==> src/design/dps_pkg.sv <==
// package: constants for dma channel peripheral signalling
`default_nettype none
package dps_pkg;
	localparam int unsigned CLK_HZ = 20000000;
	localparam int unsigned START_DLY_NOCHAIN = 39;
	localparam int unsigned START_DLY_ARRAY = 59;
	localparam int unsigned START_DLY_LINKED = 61;
	localparam logic [7:0] DLY_NOCHAIN = 8'h27;
	localparam logic [7:0] DLY_ARRAY = 8'h3b;
	localparam logic [7:0] DLY_LINKED = 8'h3d;
	localparam logic [7:0] ADDR_CTRL = 8'h00;
	localparam logic [7:0] ADDR_CFG = 8'h04;
	localparam logic [7:0] ADDR_COUNT = 8'h08;
	localparam logic [7:0] ADDR_STATUS = 8'h0c;
	localparam logic [7:0] ADDR_CODES = 8'h10;
	localparam int CTRL_START = 0;
	localparam int CTRL_ABORT_CLR = 1;
	localparam int CFG_PCL_LO = 0;
	localparam int CFG_CHAIN_LO = 2;
	localparam int CFG_SINGLE = 4;
	localparam int CFG_ITEM_WIDTH = 5;
	localparam int CFG_PORT_WIDTH = 6;
	localparam int CFG_BURST = 7;
	localparam int CFG_ENABLE_CLK = 8;
	localparam logic [1:0] PCL_STATUS = 2'h0;
	localparam logic [1:0] PCL_START = 2'h2;
	localparam logic [1:0] PCL_ABORT = 2'h3;
	localparam logic [1:0] CHAIN_NONE = 2'h0;
	localparam logic [1:0] CHAIN_ARRAY = 2'h2;
	localparam logic [1:0] CHAIN_LINKED = 2'h3;
	localparam logic [15:0] COUNT_RESET = 16'h0000;
	localparam logic [8:0] CODES_RESET = 9'h000;
	typedef enum logic [2:0] {DPS_IDLE, DPS_REQ, DPS_INIT, DPS_XFER, DPS_WAITE} dps_state_e;
endpackage : dps_pkg
`default_nettype wire

==> src/design/dps_start_delay.sv <==
// start pulse delay counter
`default_nettype none
module dps_start_delay
	import dps_pkg::*;
(
	input wire logic clk,
	input wire logic rst_n,
	input wire logic arm,
	input wire logic [7:0] delay,
	output logic fire
);
	logic [7:0] cnt_reg, cnt_next;
	logic run_reg, run_next;
	always_comb begin
		cnt_next = cnt_reg;
		run_next = run_reg;
		fire = 1'b0;
		if (arm) begin
			cnt_next = delay - 8'h01;
			run_next = 1'b1;
		end else if (run_reg) begin
			if (cnt_reg == 8'h00) begin
				fire = 1'b1;
				run_next = 1'b0;
			end
			cnt_next = cnt_reg - 8'h01;
		end
	end
	always_ff @(posedge clk) begin
		if (!rst_n) begin
			cnt_reg <= 8'h00;
			run_reg <= 1'b0;
		end else begin
			cnt_reg <= cnt_next;
			run_reg <= run_next;
		end
	end
endmodule // dps_start_delay
`default_nettype wire

==> src/design/dps_channel.sv <==
// dma channel peripheral and system signalling, apb registers
`default_nettype none
module dps_channel
	import dps_pkg::*;
(
	input wire logic clk,
	input wire logic rst_n,
	input wire logic psel,
	input wire logic penable,
	input wire logic pwrite,
	input wire logic [7:0] paddr,
	input wire logic [31:0] pwdata,
	output logic [31:0] prdata,
	output logic pready,
	output logic pslverr,
	input wire logic peripheral_control_line_in,
	output logic peripheral_control_line_out,
	output logic peripheral_control_line_oe,
	input wire logic xfer_req_n,
	output logic periph_ack_n,
	output logic end_of_transfer_n,
	output logic data_transfer_complete_n,
	input wire logic [15:0] periph_data_in,
	output logic [15:0] read_data,
	input wire logic byte_addr_odd,
	input wire logic diagonal_word,
	output logic high_lane_steer_n,
	output logic bus_request_out_n,
	input wire logic bus_grant_n,
	input wire logic bus_busy_n,
	output logic grant_acknowledge_n,
	output logic address_strobe_n,
	input wire logic dtack_n,
	input wire logic [2:0] bus_exception_code_n,
	output logic [2:0] function_code_lines,
	output logic busy
);

	logic [8:0] cfg_reg, cfg_next;
	logic [15:0] transfer_counter_reg, transfer_counter_next;
	logic [8:0] codes_reg, codes_next;
	logic abort_err_reg, abort_err_next;
	logic cfg_err_reg, cfg_err_next;
	logic bus_err_reg, bus_err_next;
	logic done_reg, done_next;
	logic [31:0] prdata_reg, prdata_next;
	dps_state_e st_reg, st_next;
	logic br_reg, br_next;
	logic grant_acknowledge_reg, grant_acknowledge_next;
	logic as_reg, as_next;
	logic ack_reg, ack_next;
	logic eot_reg, eot_next;
	logic dtc_reg, dtc_next;
	logic hib_reg, hib_next;
	logic [2:0] fc_reg, fc_next;
	logic [15:0] rdata_reg, rdata_next;
	logic pcl_prev_reg, ecl_prev_reg;
	logic pulse_reg, pulse_next;
	logic arm, fire, wr_en, rd_en, abort_ev, e_fall, cfg_bad;
	logic [7:0] dly;
	logic [1:0] pcl_mode, chain;
	assign pcl_mode = cfg_reg[CFG_PCL_LO +: 2];
	assign chain = cfg_reg[CFG_CHAIN_LO +: 2];
	assign wr_en = psel && penable && pwrite;
	// read data loads in the setup phase so it stands when pready is sampled
	assign rd_en = psel && !penable && !pwrite;
	assign pready = 1'b1;
	assign pslverr = 1'b0;
	assign prdata = prdata_reg;
	assign abort_ev = (pcl_mode == PCL_ABORT) && pcl_prev_reg && !peripheral_control_line_in;
	assign e_fall = ecl_prev_reg && !peripheral_control_line_in;
	// single addressing with mismatched widths, or word items on diagonal words, refused at start
	assign cfg_bad = (cfg_reg[CFG_SINGLE] && (cfg_reg[CFG_ITEM_WIDTH] != cfg_reg[CFG_PORT_WIDTH]))
		|| (cfg_reg[CFG_ITEM_WIDTH] && diagonal_word);
	assign arm = wr_en && (paddr == ADDR_CTRL) && pwdata[CTRL_START];
	always_comb begin
		case (chain)
			CHAIN_ARRAY: dly = DLY_ARRAY;
			CHAIN_LINKED: dly = DLY_LINKED;
			default: dly = DLY_NOCHAIN;
		endcase
	end

	dps_start_delay u_dly (
		.clk(clk),
		.rst_n(rst_n),
		.arm(arm),
		.delay(dly),
		.fire(fire)
	);

	// one cycle is the shortest pulse a single clock can make
	assign peripheral_control_line_out = !pulse_reg;
	assign peripheral_control_line_oe = pulse_reg;
	assign busy = (st_reg != DPS_IDLE);
	assign bus_request_out_n = !br_reg;
	assign grant_acknowledge_n = !grant_acknowledge_reg;
	assign address_strobe_n = !as_reg;
	assign periph_ack_n = !ack_reg;
	assign end_of_transfer_n = !eot_reg;
	assign data_transfer_complete_n = !dtc_reg;
	assign high_lane_steer_n = !hib_reg;
	assign function_code_lines = fc_reg;
	assign read_data = rdata_reg;

	always_comb begin
		cfg_next = cfg_reg;
		transfer_counter_next = transfer_counter_reg;
		codes_next = codes_reg;
		abort_err_next = abort_err_reg;
		cfg_err_next = cfg_err_reg;
		bus_err_next = bus_err_reg;
		done_next = done_reg;
		prdata_next = prdata_reg;
		st_next = st_reg;
		br_next = br_reg;
		grant_acknowledge_next = grant_acknowledge_reg;
		as_next = 1'b0;
		ack_next = 1'b0;
		eot_next = 1'b0;
		dtc_next = 1'b0;
		hib_next = 1'b0;
		fc_next = fc_reg;
		rdata_next = rdata_reg;
		pulse_next = fire && (pcl_mode == PCL_START);
		if (wr_en) begin
			case (paddr)
				ADDR_CTRL: begin
					if (pwdata[CTRL_ABORT_CLR]) begin
						abort_err_next = 1'b0;
						cfg_err_next = 1'b0;
						bus_err_next = 1'b0;
						done_next = 1'b0;
					end
				end
				ADDR_CFG: cfg_next = pwdata[8:0];
				ADDR_COUNT: transfer_counter_next = pwdata[15:0];
				ADDR_CODES: codes_next = pwdata[8:0];
				default: ;
			endcase
		end

		if (rd_en) begin
			case (paddr)
				ADDR_CFG: prdata_next = {24'h000000, cfg_reg[7:0]};
				ADDR_COUNT: prdata_next = {24'h000000, transfer_counter_reg[7:0]};
				ADDR_STATUS: prdata_next = {24'h000000, 3'h0, busy, bus_err_reg, cfg_err_reg, abort_err_reg, done_reg};
				ADDR_CODES: prdata_next = {24'h000000, codes_reg[7:0]};
				default: prdata_next = 32'h00000000;
			endcase
		end

		case (st_reg)
			DPS_IDLE: begin
				br_next = 1'b0;
				grant_acknowledge_next = 1'b0;
				if (arm) begin
					if (cfg_bad) begin
						cfg_err_next = 1'b1;
					end else begin
						st_next = DPS_INIT;
					end
				end
			end
			DPS_INIT: begin
				if (fire) begin
					st_next = DPS_REQ;
				end
			end
			DPS_REQ: begin
				if (!grant_acknowledge_reg) begin
					br_next = 1'b1;
				end
				if (!bus_grant_n && bus_busy_n && !grant_acknowledge_reg && (xfer_req_n == 1'b0)) begin
					grant_acknowledge_next = 1'b1;
				end
				if (grant_acknowledge_reg) begin
					br_next = 1'b0;
					st_next = cfg_reg[CFG_ENABLE_CLK] ? DPS_WAITE : DPS_XFER;
				end
			end
			DPS_WAITE: begin
				if (e_fall) begin
					st_next = DPS_XFER;
				end
			end
			DPS_XFER: begin
				as_next = 1'b1;
				ack_next = 1'b1;
				fc_next = codes_reg[2:0];
				hib_next = cfg_reg[CFG_SINGLE] && !cfg_reg[CFG_ITEM_WIDTH] && !byte_addr_odd;
				eot_next = (transfer_counter_reg == 16'h0001);
				if (as_reg && (bus_exception_code_n != 3'h7)) begin
					bus_err_next = 1'b1;
					st_next = DPS_IDLE;
					as_next = 1'b0;
					ack_next = 1'b0;
					eot_next = 1'b0;
					hib_next = 1'b0;
				end else if (as_reg && !dtack_n) begin
					dtc_next = 1'b1;
					rdata_next = periph_data_in;
					as_next = 1'b0;
					ack_next = 1'b0;
					eot_next = 1'b0;
					hib_next = 1'b0;
					transfer_counter_next = transfer_counter_reg - 16'h0001;
					if (transfer_counter_reg == 16'h0001) begin
						done_next = 1'b1;
						st_next = DPS_IDLE;
					end else if (!cfg_reg[CFG_BURST] || xfer_req_n) begin
						st_next = DPS_INIT;
					end
				end
			end
			default: st_next = DPS_IDLE;
		endcase
		// single items hand the bus back and ask for it again
		if (st_next == DPS_INIT && st_reg == DPS_XFER) begin
			st_next = DPS_REQ;
			grant_acknowledge_next = 1'b0;
		end
		// abort wins over the next state of any step; a dtc, count or steer set in the same cycle still goes out
		if (abort_ev && (st_reg != DPS_IDLE)) begin
			abort_err_next = 1'b1;
			st_next = DPS_IDLE;
			br_next = 1'b0;
			grant_acknowledge_next = 1'b0;
			as_next = 1'b0;
			ack_next = 1'b0;
			eot_next = 1'b0;
		end
	end

	always_ff @(posedge clk) begin
		if (!rst_n) begin
			cfg_reg <= 9'h000;
			transfer_counter_reg <= COUNT_RESET;
			codes_reg <= CODES_RESET;
			abort_err_reg <= 1'b0;
			cfg_err_reg <= 1'b0;
			bus_err_reg <= 1'b0;
			done_reg <= 1'b0;
			prdata_reg <= 32'h00000000;
			st_reg <= DPS_IDLE;
			br_reg <= 1'b0;
			grant_acknowledge_reg <= 1'b0;
			as_reg <= 1'b0;
			ack_reg <= 1'b0;
			eot_reg <= 1'b0;
			dtc_reg <= 1'b0;
			hib_reg <= 1'b0;
			fc_reg <= 3'h0;
			rdata_reg <= 16'h0000;
			pcl_prev_reg <= 1'b1;
			ecl_prev_reg <= 1'b1;
			pulse_reg <= 1'b0;
		end else begin
			cfg_reg <= cfg_next;
			transfer_counter_reg <= transfer_counter_next;
			codes_reg <= codes_next;
			abort_err_reg <= abort_err_next;
			cfg_err_reg <= cfg_err_next;
			bus_err_reg <= bus_err_next;
			done_reg <= done_next;
			prdata_reg <= prdata_next;
			st_reg <= st_next;
			br_reg <= br_next;
			grant_acknowledge_reg <= grant_acknowledge_next;
			as_reg <= as_next;
			ack_reg <= ack_next;
			eot_reg <= eot_next;
			dtc_reg <= dtc_next;
			hib_reg <= hib_next;
			fc_reg <= fc_next;
			rdata_reg <= rdata_next;
			pcl_prev_reg <= peripheral_control_line_in;
			ecl_prev_reg <= peripheral_control_line_in;
			pulse_reg <= pulse_next;
		end
	end
endmodule // dps_channel
`default_nettype wire

==> config.mk <==
export PLATFORM = sky130hd
export DESIGN_NAME = dps_channel
export DESIGN_NICKNAME = d
export VERILOG_FILES = /design/src/design/dps_pkg.sv /design/src/design/dps_start_delay.sv /design/src/design/dps_channel.sv
export SDC_FILE = /design/constraint.sdc
export NUM_CORES = 1
export LEC_CHECK = 0
export ABC_AREA = 1
export CORE_MARGIN = 1
export CORE_UTILIZATION = 57
export DETAILED_ROUTE_END_ITERATION = 8
export DONT_BUFFER_PORTS = 1
export PLACE_DENSITY = 0.8
export SLEW_MARGIN = 5
export SYNTH_ARGS = -nofsm -noshare
export SYNTH_HDL_FRONTEND = slang
export SYNTH_SLANG_ARGS = --single-unit
==> constraint.sdc <==
create_clock -name clk -period 1.4 [get_ports clk]
set_input_delay 0.07 -clock clk [delete_from_list [all_inputs] [get_ports clk]]
set_output_delay 0.07 -clock clk [all_outputs]
set_load 0.01 [all_outputs]
==> qor.csv, run 1 <==
metric,value,unit
outcome,"complete, but fails checks",
violated checks,"negative hold slack, negative setup slack",
antenna violations before repair,0,
Cell variety after synth,45,
n_diodes,0,
latest clock arrival within the worst-skew pair,0.38,ns
per-cell routed wire length,18.4,um
vias per cell,6.02,
Starting Density,59.3,%
CTS tree,built,
Layout Skew,0.0199,ns
Critical Path Start Type,register,
Die Span X,89.1,um
die area,7930,um2
clock slew at reported path FFs,0.10,ns
area post-placement,4670,um2
dpl cells,729,
core area,7290,um2
GRT overflow,0,
Tcrit/Tclk final,112,%
final worst slack,-0.166,ns
critical path required time,1.66,ns
peak supply drop,0.703,mV
sequential share of the synthesized area,38.9,%
Pins Over Slew Limit,0,
post-DP HPWL,7.94,mm
Overall Power,4400,uW
clock tree root buffer cell,clkbuf_8,
fin util,79.9,%
Finished Layout Cells,805,
first-pass GRT wire length,19.3,mm
Iter 0 DRT Violations,565,
Post-Synthesis Cells,592,
CP endpoint kind,register,
Most common cell on crit path,nand2_1,
Routed WL,14.8,mm
nets@finish,776,
chip height,89.1,um
Synth top area share,38.9,%
sequence of cells on the critical path,inv_4 > ha_4 > nand2_2 > nor3_4 > nand2_1 > nand2_1 > nand3_2 > o211ai_1 > inv_1,
RSZ-0062 raised after global routing,yes,
Placer Congestion,0.864,
critical path type,reg2reg,
Area Growth Syn to Fin,34.7,%
hold crit path type,in2reg,
"flops & latches, synth",84,
H-tree Lvls,3,
number of global-route vias before repair,4124,
PD cells,756,nW/um2
io pins,134,
Worst path max stage delay,0.35,ns
top post-synthesis cells by area,"dfxtp_1, nand2_1, nor2_1",
Num CTS Buffers,9,
fmax,639,MHz
Fin. Hold Viols,17,
CP Max Fanout,3,
"Min Clock Period, post-route",1.57,ns
Clock Path Buffers,2,
first-pass iteration count of the detailed router,8,
# rows,31,
max_cap viols,0,
via total after detailed routing,4844,
worst hold slack,-0.185,ns
"Buf+Inv Stages, Crit Path",2,
static leakage,0.00255,uW
clk sinks,84,
Worst path top cell family by delay,simple AND/OR/NAND/NOR gates,
post-synth top area cell,dfxtp_1,
"Warnings, synthesis",0,
Finished Cell Area,5820,um2
layout cell share with drive strength beyond 1,28.0,%
final setup fails,28,
pin count of the biggest net entering global routing,28,
gr usage total,32.1,%
Antenna Nets Post-Route,0,
area of the mapped netlist,4320,um2
Post-Syn Area per Cell,7.30,um2
crit path DAT,1.82,ns
# DRC,0,
slowest CP cell,dfxtp_2,
port bufs,0,
==> per-layer routing <==
layer	wire [um]	GRT usage [%]
met2	6870	54.1
met5	0	0
met1	5410	39.1
met3	1700	6.28
met4	871	16.7
==> worst reg2reg max path: cells and delay by family, from the launching register on <==
| kind | cells | cell delay, ns |
|---|---|---|
| flops | 1 | 0.35 |
| buf+inv | 2 | 0.16 |
| compound gates | 1 | 0.14 |
| simple gates | 5 | 0.65 |
| fa+ha+maj | 1 | 0.14 |
==> path summary, 6_finish.rpt <==
path	from	endpoint	slack (ns)	cells after the start
worst max-delay path	u_dly.cnt_reg[0]	st_reg[1]	-0.17	9
worst min-delay path	rst_n	transfer_counter_reg[6]	-0.18	2
worst max register to register	u_dly.cnt_reg[0]	st_reg[1]	-0.17	9
worst min register to register	br_reg	br_reg	0.46	2
==> cell usage in the layout, fill, tap and decap left out, types with 13 or more instances in the layout <==
| master | Yosys | routed |
|---|---|---|
| nor2_4 | 4 | 16 |
| a21oi_1 | 39 | 35 |
| nor2_1 | 70 | 49 |
| a22o_1 | 16 | 16 |
| dfxtp_1 | 84 | 75 |
| inv_1 | 53 | 43 |
| buf_4 | 27 | 63 |
| nand3_1 | 32 | 24 |
| nand2_1 | 129 | 118 |
| inv_2 | 8 | 13 |
| dlygate4sd3_1 | 0 | 41 |
| o21ai_0 | 36 | 28 |
| conb_1 | 2 | 26 |
| nand2_2 | 5 | 14 |
==> where the power goes <==
part	leakage, uW	internal, uW	switching, uW	total, uW
logic	0.00178	103	144	247
registers	0.000682	2390	1.01	2390
clock network	0.0000922	695	1070	1770
==> synthesized netlist by cell type (all sizes together) <==
cell type    n
nand3       35
a311oi       1
a21oi       41
ha           4
a22o        16
o41ai        1
nand3b       1
xnor2        5
nor4         2
or2          2
xor2         2
buf         37
o21ai       38
o31ai        1
o22ai        2
nand2      135
clkinv       3
nor3        16
dfxtp       84
a211oi       1
a22oi        1
a31oi        5
nand4        9
and3         1
nor2        79
o211ai       3
conb         2
inv         62
clkbuf       3
==> layout make-up <==
class                           count  area [um2]
Timing Repair Buffer              114        1050
Multi-Input combinational cell    427        2490
Fill cell                         426        1470
Clock inverter                      7        66.3
Clock buffer                        9         124
Sequential cell                    84        1700
Tap cell                           99         124
Inverter                           65         265
==> cell families (layout without fill, tap and decap cells) <==
family | Yosys count | in the layout | share of synthesized area, %
XOR/XNOR | 7 | 7 | 1.42
AO/OA/AOI/OAI | 110 | 110 | 15.3
buffers and inverters | 105 | 195 | 12.7
AND/OR/NAND/NOR | 280 | 280 | 30.4
flip-flops | 84 | 84 | 38.9
adder cells (fa/ha/maj) | 4 | 4 | 1.16
other | 2 | 26 | 0.174
==> per-stage QoR <==
stage / setup WS, ns / TNS (ns)
floorplan: 0.00737 / 0
detailed placement: -0.185 / -1.58
CTS: -0.0164 / -0.0423
global placement: -0.102 / -0.714
global route: -0.239 / -3.41
finish: -0.166 / -1.36
==> what timing repair did <==
item | CTS | global route
resized for setup | 35 | 79
hold endpoints to repair | 66 | 21
setup endpoints to repair | 17 | 46
hold buffers | 37 | 4
gates cloned | 0 | 1
buffers inserted | 8 | 11
pin swaps | 15 | 26
(Power assumes the default switching activity.)
==> run 2, diff against run 1 <==
REMOVE_ABC_BUFFERS = 1   (was unset)
==> qor.csv, run 2 (synthesis gave the netlist of run 1 again) <==
metric,value,unit
Tcrit/Tclk final,103,%
CP endpoint kind,register,
# DRC,0,
port bufs,0,
final setup fails,8,
io pins,134,
dpl cells,731,
worst hold slack,-0.0189,ns
Routed WL,12.8,mm
Num CTS Buffers,9,
"Min Clock Period, post-route",1.45,ns
fin util,78.3,%
violated checks,"negative hold slack, negative setup slack",
Starting Density,59.3,%
Finished Layout Cells,803,
max_cap viols,0,
most frequent cells in the layout,"nand2_1, dfxtp_1, buf_4, nor2_1, inv_1",
per-cell routed wire length,16.0,um
die area,7930,um2
Critical Path Start Type,register,
pin count of the biggest net entering global routing,28,
Area Growth Syn to Fin,32.0,%
Clock Path Buffers,2,
H-tree Lvls,3,
R2R Path Start,u_dly.cnt_reg[0],
CP Max Fanout,3,
GRT overflow,0,
hold crit path type,in2reg,
via total after detailed routing,4501,
Placer Congestion,0.920,
hold_sp,pwdata[15],
static leakage,0.00254,uW
RSZ-0062 raised after global routing,yes,
fmax,690,MHz
Rel. slew slack,50.9,%
number of global-route vias before repair,4078,
slowest CP cell,dfxtp_2,
Fin. Hold Viols,1,
gr usage total,30.0,%
Antenna Nets Post-Route,0,
latest clock arrival within the worst-skew pair,0.36,ns
Pins Over Slew Limit,0,
crit path DAT,1.75,ns
clk sinks,84,
critical path type,reg2reg,
first-pass iteration count of the detailed router,5,
setup TNS,-0.209,ns
layout cell share with drive strength beyond 1,24.0,%
Fillers,481,
PD cells,844,nW/um2
critical path required time,1.70,ns
Tightest Pin Transition,0.734,ns
hold worst-path end,transfer_counter_reg[15],
Layout Skew,0.0107,ns
antenna violations before repair,0,
peak supply drop,0.765,mV
Setup crit start,u_dly.cnt_reg[0],
flip-flop and latch area,1690,um2
"commonest non-fill, non-tap cell in the layout",nand2_1,
n_diodes,0,
# rows,31,
post-DP HPWL,7.94,mm
chip height,89.1,um
final worst slack,-0.0483,ns
area post-placement,4680,um2
hold path depth,4,
pre-CTS WS,-0.0936,ns
Die Span X,89.1,um
Iter 0 DRT Violations,452,
nets@finish,774,
Worst path max stage delay,0.34,ns
vias per cell,5.61,
Multi-input gate area,2370,um2
sequence of cells on the critical path,inv_2 > ha_4 > nand2_4 > nor3_4 > nand3_1 > nand3_2 > nor2_1 > nand2_1 > nand2_1 > nor2_1,
CTS tree,built,
outcome,"complete, but fails checks",
R2R Setup Slk,-0.05,ns
R2R depth,10,
Finished Cell Area,5710,um2
core area,7290,um2
clock tree root buffer cell,clkbuf_8,
first-pass GRT wire length,18.1,mm
FF-to-FF End,st_reg[2],
clock slew at reported path FFs,0.09,ns
run 2: cell type report:
cell class	count	area share, %
clock buffers	9	2.17
flip-flops and latches	84	29.7
multi-input cells	427	41.6
repair buffers	112	17.8
inverters	65	4.45
clock inverters	7	2.13
well taps	99	2.17
run 2: how the worst max path moves through the flow:
| stage | end | slack [ns] | depth (start not counted) |
|---|---|---|---|
| floorplan | transfer_counter_reg[0] | -0.09 | 9 |
| global placement | grant_acknowledge_reg | -0.02 | 11 |
| detailed placement | st_reg[2] | -0.09 | 10 |
| CTS | transfer_counter_reg[10] | -0.003 | 9 |
| global route | st_reg[2] | -0.16 | 10 |
| finish | st_reg[2] | -0.05 | 10 |
run 2: report_power, final:
part | internal, uW | switching (uW)
Combinational | 112 | 149
Clock | 1200 | 972
Sequential | 2380 | 0.949
Total | 3700 | 1120
run 2: critical path: cells and delay by family, from the launching register on:
kind | cells | cell delay [ns]
adders and majority gates | 1 | 0.15
DFF | 1 | 0.34
and+or+nand+nor | 8 | 0.82
buffers and inverters | 1 | 0.09
run 2: metal layers:
| layer | global-route usage (%) | share of wire, % | vias up |
|---|---|---|---|
| li1 | - | - | 2107 |
| met1 | 34.8 | 37 | 2089 |
| met2 | 52.9 | 51 | 246 |
| met3 | 6.74 | 7.8 | 59 |
| met4 | 14.0 | 3.7 | 0 |
| met5 | 0 | 0 | - |
run 2: timing repair:
action,in CTS,in global routing
pin swaps,5,12
buffers inserted,3,7
cloned,0,1
resized for setup,20,50
hold endpoints to repair,64,17
setup endpoints to repair,34,51
hold buffers,40,5
run 2: metrics by stage:
stage          power (uW)  hold WS (ns)
5_1_grt              4930        0.0142
6_report             4820       -0.0189
3_5_place_dp         2580         0.154
3_3_place_gp         2580         0.156
4_1_cts              4770        -0.185
2_1_floorplan        2550         0.148
